===== config.mk =====
export PLATFORM = sky130hd
export DESIGN_NAME = stmcr_timer
export DESIGN_NICKNAME = d
export VERILOG_FILES = /design/src/stmcr_pkg.sv /design/src/stmcr_timer.sv
export SDC_FILE = /design/constraint.sdc
export NUM_CORES = 1
export LEC_CHECK = 0
export BUFFER_PORTS_ARGS = -buffer_cell sky130_fd_sc_hd__buf_4
export CAP_MARGIN = 5
export CORE_MARGIN = 3
export CORE_UTILIZATION = 45
export CTS_CLUSTER_DIAMETER = 150
export DETAILED_ROUTE_END_ITERATION = 7
export GPL_ROUTABILITY_DRIVEN = 0
export GPL_TIMING_DRIVEN = 0
export HOLD_SLACK_MARGIN = 0.12
export PLACE_DENSITY = 0.64
export SYNTH_ARGS = -nofsm -noshare
export SYNTH_HDL_FRONTEND = slang
export SYNTH_SLANG_ARGS = --single-unit
export TNS_END_PERCENT = 1

===== constraint.sdc =====
create_clock -name clk_sys -period 5 [get_ports clk_sys]
set_clock_uncertainty 0.1 [all_clocks]
set_input_delay 1 -clock clk_sys [delete_from_list [all_inputs] [get_ports clk_sys]]
set_output_delay 1 -clock clk_sys [all_outputs]
set_load 0.03 [all_outputs]

===== src/stmcr_pkg.sv =====
package stmcr_pkg;
  // register index map over the plain port
  localparam logic [2:0] ADDR_CONTROL    = 3'h0;
  localparam logic [2:0] ADDR_MODE_OUT   = 3'h1;
  localparam logic [2:0] ADDR_COUNT_LOW  = 3'h2;
  localparam logic [2:0] ADDR_COUNT_HIGH = 3'h3;
  localparam logic [2:0] ADDR_MATCH_LOW  = 3'h4;
  localparam logic [2:0] ADDR_MATCH_HIGH = 3'h5;
  localparam logic [2:0] ADDR_PERIOD     = 3'h6;
  localparam logic [2:0] ADDR_FLAGS      = 3'h7;
  // mode_output_control field positions
  localparam int MODE_HI_POS   = 7;
  localparam int MODE_LO_POS   = 6;
  localparam int FUNC_HI_POS   = 5;
  localparam int FUNC_LO_POS   = 4;
  localparam int LEVEL_POS     = 3;
  localparam int INVERT_POS    = 2;
  localparam int SWAP_POS      = 1;
  localparam int CLR_SRC_POS   = 0;
  // control register field positions
  localparam int PAUSE_POS     = 7;
  localparam int RUN_POS       = 3;
  // flag register positions (write one to clear)
  localparam int FLAG_A_POS    = 0;
  localparam int FLAG_P_POS    = 1;
  // reset values
  localparam logic [7:0]  RESET_BYTE  = 8'h00;
  localparam logic [15:0] RESET_COUNT = 16'h0000;
  // mode codes
  localparam logic [1:0] MODE_COMPARE = 2'h0;
  localparam logic [1:0] MODE_CAPTURE = 2'h1;
  localparam logic [1:0] MODE_PWM     = 2'h2;
  localparam logic [1:0] MODE_COUNTER = 2'h3;
  // pin function codes
  localparam logic [1:0] FUNC_00 = 2'h0;
  localparam logic [1:0] FUNC_01 = 2'h1;
  localparam logic [1:0] FUNC_10 = 2'h2;
  localparam logic [1:0] FUNC_11 = 2'h3;
endpackage


===== src/stmcr_timer.sv =====
// Our own choices: the placing of the registers and the plain strobed port.
`timescale 1ns/100ps
`default_nettype none
module stmcr_timer
  import stmcr_pkg::*;
(
  input  wire logic       clk_sys,
  input  wire logic       srst,
  input  wire logic [2:0] reg_addr,
  input  wire logic [7:0] reg_wdata,
  input  wire logic       reg_write,
  input  wire logic       reg_read,
  output logic      [7:0] reg_rdata,
  input  wire logic       timer_tick,
  input  wire logic       timer_io_pin_in,
  output logic            timer_io_pin_out,
  output logic            timer_io_pin_oe_n,
  output logic            compare_a_flag,
  output logic            compare_p_flag,
  output logic            capture_event
);
  import stmcr_pkg::*;

  typedef struct packed {
    logic [7:0]  ctrl;
    logic [7:0]  mode_output_control;
    logic [15:0] compare_a_value;
    logic [7:0]  period_compare_value;
    logic [15:0] count;
    logic [15:0] capture_value;
    logic        pin_state;
    logic        pulse_on;
    logic        flag_a;
    logic        flag_p;
    logic        cap_evt;
    logic        pin_sync1;
    logic        pin_sync2;
    logic        pin_prev;
    logic        tick_sync1;
    logic        tick_sync2;
    logic        tick_prev;
    logic [7:0]  rdata;
  } stmcr_state_t;

  stmcr_state_t state;
  stmcr_state_t next_state;

  logic [1:0] op_select;
  logic [1:0] pin_function;
  logic       output_level_control;
  logic       output_invert;
  logic       period_duty_swap;
  logic       clear_source_select;
  logic       run_bit;
  logic       pause_bit;
  logic       run_rise;
  logic       tick;
  logic       match_a;
  logic       match_p;
  logic       overflow;
  logic       period_zero;
  logic       clear_count;
  logic       pin_rise;
  logic       pin_fall;
  logic       capture_hit;
  logic       pwm_active;
  logic [16:0] pwm_period;
  logic [16:0] pwm_duty;
  logic       raw_pin;

  assign op_select            = state.mode_output_control[MODE_HI_POS:MODE_LO_POS];
  assign pin_function         = state.mode_output_control[FUNC_HI_POS:FUNC_LO_POS];
  assign output_level_control = state.mode_output_control[LEVEL_POS];
  assign output_invert        = state.mode_output_control[INVERT_POS];
  assign period_duty_swap     = state.mode_output_control[SWAP_POS];
  assign clear_source_select  = state.mode_output_control[CLR_SRC_POS];
  assign run_bit              = state.ctrl[RUN_POS];
  assign pause_bit            = state.ctrl[PAUSE_POS];
  assign tick                 = state.tick_sync2 & ~state.tick_prev;
  assign period_zero          = (state.period_compare_value == RESET_BYTE);
  // comparisons count only on the tick that reaches the value
  assign match_a  = tick && run_bit && !pause_bit
                    && (state.count + 16'h0001 == state.compare_a_value);
  assign match_p  = tick && run_bit && !pause_bit && !period_zero
                    && (state.count[7:0] == 8'hff)
                    && (state.count[15:8] + 8'h01 == state.period_compare_value);
  assign overflow = tick && run_bit && !pause_bit && (state.count == 16'hffff);

  always_comb begin
    // pwm: period value spans whole 256-count blocks, zero means full range
    pwm_period = period_zero ? 17'h10000 : {1'b0, state.period_compare_value, 8'h00};
    pwm_duty   = {1'b0, state.compare_a_value};
    if (period_duty_swap) begin
      pwm_period = {1'b0, state.compare_a_value};
      pwm_duty   = period_zero ? 17'h10000 : {1'b0, state.period_compare_value, 8'h00};
    end
  end

  always_comb begin
    clear_count = 1'b0;
    unique case (op_select)
      MODE_COMPARE, MODE_COUNTER: begin
        if (clear_source_select)
          clear_count = match_a;
        else
          clear_count = match_p | (period_zero & overflow);
      end
      MODE_PWM: begin
        clear_count = period_duty_swap ? match_a : (match_p | (period_zero & overflow));
      end
      MODE_CAPTURE: begin
        clear_count = 1'b0;
      end
    endcase
  end

  assign run_rise    = reg_write && (reg_addr == ADDR_CONTROL) && reg_wdata[RUN_POS] && !run_bit;
  assign pin_rise    = state.pin_sync2 & ~state.pin_prev;
  assign pin_fall    = ~state.pin_sync2 & state.pin_prev;
  always_comb begin
    unique case (pin_function)
      FUNC_00: capture_hit = pin_rise;
      FUNC_01: capture_hit = pin_fall;
      FUNC_10: capture_hit = pin_rise | pin_fall;
      FUNC_11: capture_hit = 1'b0;
    endcase
  end
  assign pwm_active = ({1'b0, state.count} < pwm_duty) || (pwm_duty >= pwm_period);

  always_comb begin
    next_state            = state;
    next_state.cap_evt    = 1'b0;
    // async inputs pass two flops before the edge detectors read them
    next_state.pin_sync1  = timer_io_pin_in;
    next_state.pin_sync2  = state.pin_sync1;
    next_state.pin_prev   = state.pin_sync2;
    next_state.tick_sync1 = timer_tick;
    next_state.tick_sync2 = state.tick_sync1;
    next_state.tick_prev  = state.tick_sync2;
    if (tick && run_bit && !pause_bit) begin
      next_state.count = clear_count ? RESET_COUNT : state.count + 16'h0001;
    end
    if (match_a && op_select != MODE_CAPTURE)
      next_state.flag_a = 1'b1;
    if (match_p && !((op_select == MODE_COMPARE || op_select == MODE_COUNTER) && clear_source_select))
      next_state.flag_p = 1'b1;
    if (op_select == MODE_COMPARE && match_a) begin
      unique case (pin_function)
        FUNC_00: next_state.pin_state = state.pin_state;
        FUNC_01: next_state.pin_state = 1'b0;
        FUNC_10: next_state.pin_state = 1'b1;
        FUNC_11: next_state.pin_state = ~state.pin_state;
      endcase
    end
    // single pulse ends on match A or when run drops
    if (match_a && op_select == MODE_PWM)
      next_state.pulse_on = 1'b0;
    if (op_select == MODE_CAPTURE && run_bit && capture_hit) begin
      next_state.capture_value = state.count;
      next_state.cap_evt       = 1'b1;
    end
    if (reg_write) begin
      unique case (reg_addr)
        ADDR_CONTROL: begin
          next_state.ctrl = {reg_wdata[PAUSE_POS:RUN_POS], 3'h0};
          if (run_rise) begin
            next_state.count     = RESET_COUNT;
            next_state.pin_state = output_level_control;
            next_state.pulse_on  = 1'b1;
          end
          if (!reg_wdata[RUN_POS])
            next_state.pulse_on = 1'b0;
        end
        ADDR_MODE_OUT:   next_state.mode_output_control          = reg_wdata;
        ADDR_MATCH_LOW:  next_state.compare_a_value[7:0]         = reg_wdata;
        ADDR_MATCH_HIGH: next_state.compare_a_value[15:8]        = reg_wdata;
        ADDR_PERIOD:     next_state.period_compare_value         = reg_wdata;
        ADDR_FLAGS: begin
          // a match in the same cycle keeps its flag set
          if (reg_wdata[FLAG_A_POS] && !match_a)
            next_state.flag_a = 1'b0;
          if (reg_wdata[FLAG_P_POS] && !match_p)
            next_state.flag_p = 1'b0;
        end
        default: ;
      endcase
    end
    next_state.rdata = RESET_BYTE;
    if (reg_read) begin
      unique case (reg_addr)
        ADDR_CONTROL:    next_state.rdata = state.ctrl;
        ADDR_MODE_OUT:   next_state.rdata = state.mode_output_control;
        ADDR_COUNT_LOW:  next_state.rdata = state.count[7:0];
        ADDR_COUNT_HIGH: next_state.rdata = state.count[15:8];
        ADDR_MATCH_LOW:  next_state.rdata = state.compare_a_value[7:0];
        ADDR_MATCH_HIGH: next_state.rdata = state.compare_a_value[15:8];
        ADDR_PERIOD:     next_state.rdata = state.period_compare_value;
        ADDR_FLAGS:      next_state.rdata = {6'h00, state.flag_p, state.flag_a};
      endcase
    end
  end

  always_ff @(posedge clk_sys) begin
    if (srst) begin
      state <= '0;
    end else begin
      state <= next_state;
    end
  end

  always_comb begin
    raw_pin = 1'b0;
    unique case (op_select)
      MODE_COMPARE: raw_pin = state.pin_state;
      MODE_PWM: begin
        unique case (pin_function)
          FUNC_00: raw_pin = ~output_level_control;
          FUNC_01: raw_pin = output_level_control;
          FUNC_10: raw_pin = (run_bit && pwm_active) ? output_level_control : ~output_level_control;
          FUNC_11: raw_pin = state.pulse_on && run_bit ? output_level_control : ~output_level_control;
        endcase
      end
      MODE_CAPTURE, MODE_COUNTER: raw_pin = 1'b0;
    endcase
  end

  // pin tristated where it is an input or unused
  // counter mode leaves the pin alone, so the invert bit must not reach it
  assign timer_io_pin_out  = (op_select == MODE_COUNTER) ? 1'b0 : (raw_pin ^ output_invert);
  assign timer_io_pin_oe_n = (op_select == MODE_CAPTURE) || (op_select == MODE_COUNTER);
  assign reg_rdata         = state.rdata;
  assign compare_a_flag    = state.flag_a;
  assign compare_p_flag    = state.flag_p;
  assign capture_event     = state.cap_evt;
endmodule // stmcr_timer
`default_nettype wire


=== Word-level counts from Yosys, hierarchy flattened ===
Cells that the tools add are included.

* Add/subtract/negate cells: 2
* Order comparisons: 2
* Eq/ne operators: 18
* Mux-type cells: 31
* Bitwise logic cells: 13
* Reductions and logical operators: 42

{| class="wikitable"
|+ Operators with widths
! cell !! count
|-
| 2-to-1 mux 16 bit || 5
|-
| one-hot mux 8 bit (8 select lines) || 1
|-
| 2-to-1 mux 17 bit || 3
|-
| logical AND 1 bit || 21
|-
| >= comparator 17 bit || 1
|-
| less-than comparator 16 x 17 -> 1 bit || 1
|-
| adder 16 x 1 -> 16 bit, second input constant || 1
|-
| equality test 16 bit || 1
|-
| equality test 16 bit, second input constant || 1
|-
| 2-to-1 mux 1 bit || 13
|-
| equality test 3 bit, second input constant || 4
|-
| one-hot mux 1 bit (4 select lines) || 3
|-
| AND reduction 2 bit || 5
|-
| adder 8 x 1 -> 8 bit, second input constant || 1
|-
| equality test 2 bit, second input constant || 4
|-
| equality test 8 bit || 1
|-
| equality test 8 bit, second input constant || 1
|-
| logical NOT 8 bit || 1
|-
| equality test 3 x 2 -> 1 bit, second input constant || 2
|-
| logical NOT 1 bit || 6
|-
| 2-to-1 mux 2 bit || 3
|-
| NOT 1 bit || 6
|-
| one-hot mux 1 bit (3 select lines) || 2
|-
| OR reduction 2 bit || 3
|-
| 10 further kinds || 18
|}

* Register bits: 72
* Word-level logic and storage cells: 126

=== Longest topological paths before layout ===
Gate-level depths: netlist of the first run.

* Depth after elaboration: 15
* Mapped depth: 12
* Depth with buffers taken out: 10

=== Worst setup path after synthesis of the first run ===
Ideal clock, no wire load.

* Path kind: flip-flop to output port
* Start point: reg state (netlist bit period_duty_swap)
* End point: out timer_io_pin_out
* Arrival: 3.564 ns
* Data required time: 3.900 ns
* Setup slack: 0.336 ns
* Stages on the path, launching flop included: 12
* Cell sequence: dfxtp_1 > buf_4 > buf_1 > mux2i_1 > ha_1 > nand3_1 > nor2_1 > nand3_1 > o311a_1 > or4b_2 > and4_1 > nor3_1

* Longest elaborated chain between the ends: 9

{| class="wikitable"
|+ RTL lines
! element !! line !! source
|-
| start, declared || stmcr_timer.sv:45 || <nowiki>stmcr_state_t state;</nowiki>
|-
| start signal, assigned || stmcr_timer.sv:207 || <nowiki>state <= next_state;</nowiki>
|-
| 2-to-1 mux 17 bit || stmcr_timer.sv:93 || <nowiki>if (period_duty_swap) begin</nowiki>
|-
| less-than comparator 16 x 17 -> 1 bit / >= comparator 17 bit (equally long branches) || stmcr_timer.sv:128 || <nowiki>assign pwm_active = ({1'b0, state.count} < pwm_duty) || (pwm_duty >= pwm_period);</nowiki>
|-
| logical OR 1 bit * || stmcr_timer.sv:128 ||
|-
| logical AND 1 bit * || stmcr_timer.sv:219 || <nowiki>FUNC_10: raw_pin = (run_bit && pwm_active) ? output_level_control : ~output_level_control;</nowiki>
|-
| 2-to-1 mux 1 bit * || stmcr_timer.sv:219 ||
|-
| one-hot mux 1 bit (4 select lines) * || stmcr_timer.sv:216 || <nowiki>unique case (pin_function)</nowiki>
|-
| one-hot mux 1 bit (3 select lines) * || stmcr_timer.sv:213 || <nowiki>unique case (op_select)</nowiki>
|-
| bitwise XOR 1 bit * || stmcr_timer.sv:229 || <nowiki>assign timer_io_pin_out = (op_select == MODE_COUNTER) ? 1'b0 : (raw_pin ^ output_invert);</nowiki>
|-
| 2-to-1 mux 1 bit * || stmcr_timer.sv:229 ||
|-
| end, declared || stmcr_timer.sv:16 || <nowiki>output logic timer_io_pin_out,</nowiki>
|}

Mark *: on every way between the ends. The rest lies on a longest branch, timed or not.

=== Final worst setup path of the first run ===
Same ends and word-level chain as after synthesis.

==> reports/summary.json, run 1 <==
{
  "outcome": {
    "result_of_the_run": "finished, final reports clean"
  },
  "synth": {
    "syn_area_mm2": 0.00524,
    "synth.top_cells.by_area": "dfxtp_1 27%, nand2_1 7.8%, ha_1 7.6%, a21oi_1 5.1%, mux2i_1 4.4%",
    "post-synth-top-area-fraction_pct": 27.5,
    "post_synth_xor_area_fraction_pct": 4.99,
    "synth_adder_area_share_pct": 7.64,
    "synth.area.mux_share_pct": 7.40,
    "post_synth_and_or_nand_nor_area_fraction_pct": 28.9,
    "synth.lib_cells_used.distinct": 66,
    "post_synth.cell_area_avg_um2": 7.66,
    "synth_enable_flop_cells": 0,
    "dominant_combinational_cell_family_by_area_after_synthesis": "simple AND/OR/NAND/NOR gates",
    "yosys_warnings": 0,
    "compound_gate_fraction_of_synth_area_pct": 16.8,
    "ys_async_sr_fraction_pct": 0,
    "synth-main-ff-cell": "dfxtp_1",
    "flop_and_latch_count_out_of_synthesis": 72,
    "postSynthCellCount": 685,
    "sequential_to_total_area_share_from_yosys_stat_pct": 27.5,
    "synth_nets": 734,
    "synth_top_cell_by_area": "dfxtp_1"
  },
  "setup_path": {
    "setup.worst_path.class": "reg -> out",
    "critical-path-top-cell-by-count": "buf_4",
    "timing.critical_path.slowest_stage_cell": "or4b_2",
    "path_delay_family": "simple AND/OR/NAND/NOR gates",
    "timing.critical_path.arrival_ps": 3690,
    "setup.worst_path.start_class": "register",
    "worstRegToRegCells": 8,
    "cp_cell_sequence": "buf_4 -> inv_1 -> buf_2 -> nand2_1 -> ha_1 -> nand4_1 -> a21oi_1 -> a211oi_1 -> o311a_1 -> or4b_2 -> and4_1 -> nor3_1 -> buf_4",
    "cp_data_required_time_ps": 3900,
    "worstPathMaxFanout": 19,
    "critical_path_depth": 13,
    "timing.critical_path.to_type": "output pin",
    "number_of_buffers_and_inverters_on_the_critical_path": 4,
    "timing.critical_path.slowest_cell_delay_ps": 640
  },
  "clock_network": {
    "cts-htree-levels": 3,
    "cts_tree": "yes",
    "clkLatencyLatePin_ps": 350,
    "cts_setup_buffers": 0,
    "post_cts_hold_buffer_count": 0,
    "clkTransAtPathRegs_ps": 60,
    "num_cts_buffers": 9,
    "cts_sinks": 72,
    "clockRootBuffer": "clkbuf_16",
    "cts-resized-gates": 0,
    "cts.path.max_buffers": 2
  },
  "sta": {
    "layout_min_cycle_time_ps": 4790,
    "tightest_slew_ps": 1050,
    "rsz0062_at_grt": "no",
    "timing.final.crit_share_pct": 95.8,
    "finalHoldViolCount": 0,
    "setup_total_negative_slack_ps": 0,
    "timing.final.max_slew_violations": 0,
    "postLayoutSetupSlackWorst_ps": 208,
    "report.final.setup_viol": 0,
    "maxSlewHeadroom_pct": 29.4,
    "achievable-frequency_mhz": 209
  },
  "detailed_routing": {
    "vias_per_cell": 6.18,
    "firstDrtPassIters": 5,
    "wirelength_mm": 17.4,
    "routed_vias": 5348,
    "drt_iter0_drc": 775,
    "antenna_violating_nets_remaining": 0,
    "post-route-drc-count": 0,
    "avgRoutedWirePerCell_um": 20.1
  },
  "layout": {
    "insertedDiodeCount": 0,
    "most_frequent_standard_cell_in_the_layout_excluding_fill_and_tap_cells": "nand2_1",
    "num-nets-final": 770,
    "fillers": 1091,
    "final_core_utilization_pct": 53.3,
    "final-seq-area_mm2": 0.00144,
    "multi_input_area_mm2": 0.00345,
    "synthToLayoutAreaGrowth_pct": 13.1,
    "drive_gt1_share_pct": 12.9,
    "layout.cells.most_common_list": "109 x nand2_1, 72 x dfxtp_1, 53 x a21oi_1"
  },
  "die": {
    "dieWidth_um": 114,
    "die_height_um": 114,
    "std_cell_rows": 38,
    "design.die.area_mm2": 0.0130,
    "initial_core_util_pct": 47.1,
    "floorplan.io_pins": 30,
    "design.core.area_mm2": 0.0111
  },
  "hold_path": {
    "hold_path_depth": 1,
    "hold_path_class": "reg -> reg"
  },
  "grt": {
    "grt_start_max_net_pins": 20,
    "grt_remaining_overflow": 0,
    "antenna_found_initial": 0,
    "grt_use_total_pct": 27.0,
    "wire_length_of_the_first_global_routing_pass_mm": 27.0,
    "vias_in_the_first_global_route": 4907
  },
  "pwr": {
    "power-per-cell-area_mw_per_mm2": 248,
    "worst_ir_drop_vdd_v": 0.000247,
    "power.static_leakage_nw": 2.31
  },
  "flow_run": {
    "cap_viol_max_count": 0
  },
  "placed_design": {
    "numPortBuffers": 26,
    "post_dp_hpwl_mm": 13.0,
    "pre_cts_slack_ps": 28.8
  }
}
==> kinds of logic (layout without fill, tap and decap cells) <==
group | after synthesis | count (layout)
buf+inv | 78 | 119
fa+ha+maj | 32 | 32
compound gates | 138 | 138
xor+xnor | 29 | 29
mux | 35 | 35
simple gates | 301 | 301
flops | 72 | 72
==> path summary, 6_finish.rpt <==
kind / start / end / slack (ps)
setup / recovery: period_duty_swap$_SDFFE_PP0P_ / timer_io_pin_out / 210
hold / removal: next_state[12]$_SDFF_PP0_ / next_state[11]$_SDFF_PP0_ / 340
setup reg to reg: state[36]$_SDFF_PP0_ / state[47]$_SDFF_PP0_ / 1710
hold reg to reg: next_state[12]$_SDFF_PP0_ / next_state[11]$_SDFF_PP0_ / 340
==> final cells by class <==
class                      count  area share [%]
multi-input combinational    535            58.2
timing repair buffer          26            3.29
inverter                      21            1.33
clock inverter                 6            1.56
buffer                        56            4.56
tap                          140            2.95
clock buffer                  10            3.86
sequential                    72            24.3
==> layer usage <==
layer	wire, um	GRT usage, %	vias up	share of wire [%]
met4	799	11.8	0	4.6
met1	7510	37.3	2468	43
met2	7480	40.0	280	43
met5	0	0	-	0
li1	-	-	2527	-
met3	1600	6.58	73	9.2
==> stage by stage <==
step                hold slack [ps]  instance area [um2]  instances  power, mW
finish                          340                 5930        866       1.47
global route                    354                 5930        866       1.52
CTS                             345                 5930        866       1.48
detailed placement              329                 5610        851      0.778
global placement                318                 5610        851      0.776
floorplan                       314                 5240        685      0.719
==> cells in the mapped netlist, types with 14 or more instances <==
| master | instances |
|---|---|
| nand2_1 | 109 |
| dfxtp_1 | 72 |
| a21oi_1 | 53 |
| nor2_1 | 46 |
| nand3_1 | 38 |
| ha_1 | 32 |
| clkbuf_1 | 27 |
| o21ai_0 | 25 |
| mux2i_1 | 23 |
| inv_1 | 21 |
| xnor2_1 | 20 |
| nor3_1 | 18 |
| buf_2 | 14 |
| nor2b_1 | 14 |
==> state kept, by name, summed over array words and instances, names as in the netlist <==
signal                cells
pin_function              2
clear_source_select       1
state                    47
period_duty_swap          1
pause_bit                 1
output_level_control      1
reg_rdata                 8
compare_p_flag            1
capture_event             1
next_state                4
op_select                 2
run_bit                   1
compare_a_flag            1
output_invert             1
==> report_power, final <==
part           leakage (nW)  total [mW]  internal, mW  switching (mW)
Clock                 0.149       0.703         0.439           0.264
Sequential            0.583       0.603         0.585          0.0179
Combinational          1.58       0.166        0.0632           0.103
Total                  2.31        1.47          1.09           0.384
(Power assumes the default switching activity.)
==> inputs of run 2 (changes only) <==
Settings changed: ABC_AREA set to 1.
==> reports/summary.json, run 2 <==
{
  "outcome": {
    "result_of_the_run": {"value": "finished, final reports clean", "change": "unchanged"}
  },
  "layout": {
    "insertedDiodeCount": {"value": 0, "change": "unchanged"},
    "drive_gt1_share": {"value": 11.2, "unit": "%", "change": "was 12.9%"},
    "num-nets-final": {"value": 874, "change": "was 770"},
    "registers.top_by_ff_count": {"value": "state", "change": "unchanged"},
    "most_frequent_standard_cell_in_the_layout_excluding_fill_and_tap_cells": {"value": "nand2_1", "change": "unchanged"},
    "number_of_flip_flops_under_the_largest_register_name": {"value": 47, "change": "unchanged"},
    "synthToLayoutAreaGrowth": {"value": 12.8, "unit": "%", "change": "was 13.1%"},
    "layout.cells.most_common_list": {"value": "199 x nand2_1, 105 x inv_1, 72 x dfxtp_1", "change": "was 109 x nand2_1, 72 x dfxtp_1, 53 x a21oi_1"},
    "final_core_utilization": {"value": 52.5, "unit": "%", "change": "was 53.3%"},
    "fillers": {"value": 1078, "change": "was 1091"}
  },
  "synth": {
    "yosys_warnings": {"value": 0, "change": "unchanged"},
    "post-synth-top-area-fraction": {"value": 28.2, "unit": "%", "change": "was 27.5%"},
    "flop_and_latch_count_out_of_synthesis": {"value": 72, "change": "unchanged"},
    "sequential_to_total_area_share_from_yosys_stat": {"value": 28.2, "unit": "%", "change": "was 27.5%"},
    "synth_nets": {"value": 836, "change": "was 734"},
    "postSynthCellCount": {"value": 787, "change": "was 685"},
    "syn_area": {"value": 0.00511, "unit": "mm2", "change": "was 0.00524 mm2"},
    "synth_enable_flop_cells": {"value": 0, "change": "unchanged"},
    "synthMostInstantiatedCell": {"value": "nand2_1", "change": "unchanged"},
    "synth-main-ff-cell": {"value": "dfxtp_1", "change": "unchanged"},
    "synth_top_cell_by_area": {"value": "dfxtp_1", "change": "unchanged"},
    "synth.top_cells.by_count": {"value": "199 x nand2_1, 105 x inv_1, 72 x dfxtp_1", "change": "was 109 x nand2_1, 72 x dfxtp_1, 53 x a21oi_1"},
    "synth.top_cells.by_area": {"value": "dfxtp_1 28%, nand2_1 15%, ha_1 7.8%, inv_1 7.7%, a21oi_1 6.0%", "change": "was dfxtp_1 27%, nand2_1 7.8%, ha_1 7.6%, a21oi_1 5.1%, mux2i_1 4.4%"},
    "post_synth.cell_area_avg": {"value": 6.50, "unit": "um2", "change": "was 7.66 um2"},
    "ys_async_sr_fraction": {"value": 0, "unit": "%", "change": "unchanged"},
    "synth.lib_cells_used.distinct": {"value": 47, "change": "was 66"}
  },
  "setup_path": {
    "cp_data_required_time": {"value": 3900, "unit": "ps", "change": "about the same"},
    "rr_startpoint": {"value": "state[43]$_SDFF_PP0_", "change": "was state[36]$_SDFF_PP0_"},
    "crit_path_start": {"value": "period_duty_swap$_SDFFE_PP0P_", "change": "unchanged"},
    "timing.critical_path.to_type": {"value": "output pin", "change": "unchanged"},
    "worstPathMaxFanout": {"value": 10, "change": "was 19"},
    "setup.worst_path.class": {"value": "reg -> out", "change": "unchanged"},
    "timing.critical_path.arrival": {"value": 3420, "unit": "ps", "change": "was 3690 ps"},
    "setup.worst_path.start_class": {"value": "register", "change": "unchanged"}
  },
  "pwr": {
    "worst_ir_drop_vdd": {"value": 0.000231, "unit": "V", "change": "was 0.000247 V"},
    "power.static_leakage": {"value": 2.51, "unit": "nW", "change": "was 2.31 nW"},
    "report.power.total": {"value": 1.38, "unit": "mW", "change": "was 1.47 mW"},
    "power-per-cell-area": {"value": 240, "unit": "mW/mm2", "change": "was 248 mW/mm2"}
  },
  "hold_path": {
    "worst_hold_startpoint": {"value": "next_state[12]$_SDFF_PP0_", "change": "unchanged"},
    "hold_path_class": {"value": "reg -> reg", "change": "unchanged"}
  },
  "grt": {
    "groute.layer.met3.usage": {"value": 5.61, "unit": "%", "change": "was 6.58%"},
    "grt_remaining_overflow": {"value": 0, "change": "unchanged"},
    "wire_length_of_the_first_global_routing_pass": {"value": 26.3, "unit": "mm", "change": "was 27.0 mm"},
    "vias_in_the_first_global_route": {"value": 5066, "change": "was 4907"},
    "grt_use_total": {"value": 26.4, "unit": "%", "change": "was 27.0%"},
    "grt_util_met2": {"value": 39.3, "unit": "%", "change": "was 40.0%"},
    "grt_start_max_net_pins": {"value": 14, "change": "was 20"},
    "global_route.usage.met1": {"value": 36.3, "unit": "%", "change": "was 37.3%"},
    "layer_with_the_highest_usage": {"value": "met2", "change": "unchanged"},
    "antenna_found_initial": {"value": 0, "change": "unchanged"}
  },
  "sta": {
    "setup_total_negative_slack": {"value": 0, "unit": "ps", "change": "unchanged"},
    "layout_min_cycle_time": {"value": 4520, "unit": "ps", "change": "was 4790 ps"},
    "achievable-frequency": {"value": 221, "unit": "MHz", "change": "was 209 MHz"},
    "postLayoutSetupSlackWorst": {"value": 475, "unit": "ps", "change": "was 208 ps"},
    "rsz0062_at_grt": {"value": "no", "change": "unchanged"},
    "maxSlewHeadroom": {"value": 55.0, "unit": "%", "change": "was 29.4%"},
    "tightest_slew": {"value": 676, "unit": "ps", "change": "was 1050 ps"},
    "finalHoldViolCount": {"value": 0, "change": "unchanged"},
    "report.final.setup_viol": {"value": 0, "change": "unchanged"},
    "timing.final.max_slew_violations": {"value": 0, "change": "unchanged"},
    "timing.final.crit_share": {"value": 90.5, "unit": "%", "change": "was 95.8%"}
  },
  "clock_network": {
    "clockRootBuffer": {"value": "clkbuf_16", "change": "unchanged"},
    "cts-resized-gates": {"value": 0, "change": "unchanged"},
    "clkTransAtPathRegs": {"value": 60, "unit": "ps", "change": "about the same"},
    "cts_tree": {"value": "yes", "change": "unchanged"},
    "cts_setup_buffers": {"value": 0, "change": "unchanged"},
    "clkLatencyLatePin": {"value": 340, "unit": "ps", "change": "was 350 ps"},
    "num_cts_buffers": {"value": 9, "change": "unchanged"},
    "cts-htree-levels": {"value": 3, "change": "unchanged"},
    "cts.path.max_buffers": {"value": 2, "change": "unchanged"},
    "cts_sinks": {"value": 72, "change": "unchanged"},
    "post_cts_hold_buffer_count": {"value": 0, "change": "unchanged"}
  },
  "die": {
    "design.core.area": {"value": 0.0110, "unit": "mm2", "change": "was 0.0111 mm2"},
    "design.die.area": {"value": 0.0127, "unit": "mm2", "change": "was 0.0130 mm2"},
    "initial_core_util": {"value": 46.6, "unit": "%", "change": "was 47.1%"},
    "std_cell_rows": {"value": 38, "change": "unchanged"},
    "dieWidth": {"value": 113, "unit": "um", "change": "was 114 um"},
    "die_height": {"value": 113, "unit": "um", "change": "was 114 um"},
    "floorplan.io_pins": {"value": 30, "change": "unchanged"}
  },
  "detailed_routing": {
    "wirelength": {"value": 16.5, "unit": "mm", "change": "was 17.4 mm"},
    "firstDrtPassIters": {"value": 5, "change": "unchanged"},
    "routed_vias": {"value": 5351, "change": "was 5348"},
    "drt_iter0_drc": {"value": 534, "change": "was 775"},
    "avgRoutedWirePerCell": {"value": 17.0, "unit": "um", "change": "was 20.1 um"},
    "antenna_violating_nets_remaining": {"value": 0, "change": "unchanged"},
    "vias_per_cell": {"value": 5.52, "change": "was 6.18"},
    "post-route-drc-count": {"value": 0, "change": "unchanged"}
  },
  "flow_run": {
    "cap_viol_max_count": {"value": 0, "change": "unchanged"}
  },
  "placed_design": {
    "pre_cts_slack": {"value": 788, "unit": "ps", "change": "was 28.8 ps"},
    "numPortBuffers": {"value": 27, "change": "was 26"},
    "post_dp_hpwl": {"value": 13.2, "unit": "mm", "change": "was 13.0 mm"}
  }
}
## run 2: cell types whose count changed after synthesis, moves of 11 or more
cell / before / now
nand2_1: 109 / 199
xnor2_1: 20 / 6
mux2i_1: 23 / 0
nor4_1: 13 / 2
inv_1: 21 / 105
nor2_1: 46 / 70
o22ai_1: 1 / 14
nor2b_1: 14 / 0
o21ai_0: 25 / 53
nand3_1: 38 / 52
buf_2: 14 / 1
## run 2: cell families (layout without fill, tap and decap cells)
logic type | after synthesis | in the layout | synth area share [%]
simple gates | 370 | 370 | 32.5
buf+inv | 139 | 182 | 11.1
xor+xnor | 16 | 16 | 2.74
compound gates | 158 | 158 | 17.7
flops | 72 | 72 | 28.2
fa+ha+maj | 32 | 32 | 7.83
## run 2: layout make-up
class	count	area [um2]	area share [%]
clock buffer	10	229	3.97
inverter	110	413	7.16
timing repair buffer	27	203	3.51
multi-input combinational	576	3110	53.8
clock inverter	6	45.0	0.781
buffer	29	156	2.71
tap	140	175	3.04
sequential	72	1440	25.0
## run 2: worst paths after layout
| path | to | slack (ps) | depth (start not counted) |
|---|---|---|---|
| max reg2reg | state[35]$_SDFF_PP0_ | 2180 | 13 |
| min reg2reg | next_state[11]$_SDFF_PP0_ | 300 | 2 |
| max | timer_io_pin_out | 480 | 21 |
| min | next_state[11]$_SDFF_PP0_ | 300 | 2 |
## run 2: through the flow
| stage | instances | instance area (um2) | hold slack, ps |
|---|---|---|---|
| floorplan | 787 | 5110 | 288 |
| global placement | 954 | 5490 | 291 |
| detailed placement | 954 | 5490 | 297 |
| CTS | 970 | 5770 | 307 |
| global route | 970 | 5770 | 325 |
| finish | 970 | 5770 | 305 |
## run 2: critical path, stage by stage, from the launching register on
cell	delay, ps
dfxtp_1	300
clkbuf_1	330
clkbuf_2	290
nand2_1	70
o21ai_0	210
inv_1	110
ha_1	320
nand2_1	70
nor2_1	150
nand3_1	90
nand3_1	170
nand2_1	70
nand2_1	60
nand3_1	150
nand3_1	100
nand3_1	80
nand2_1	60
nand2_1	80
nand3_1	80
nand2_1	50
nor2_1	80
buf_4	160
## run 2: layer usage
layer | vias to the layer above | wire (um) | part of all wire, %
met1 | 2435 | 7320 | 44
met3 | 38 | 1500 | 9.1
met2 | 229 | 7060 | 43
met5 | - | 0 | 0
li1 | 2649 | - | -
met4 | 0 | 598 | 3.6
## run 2: where the power goes
group / switching, mW / internal (mW)
combinational: 0.119 / 0.0574
sequential: 0.0139 / 0.587
clock: 0.268 / 0.338
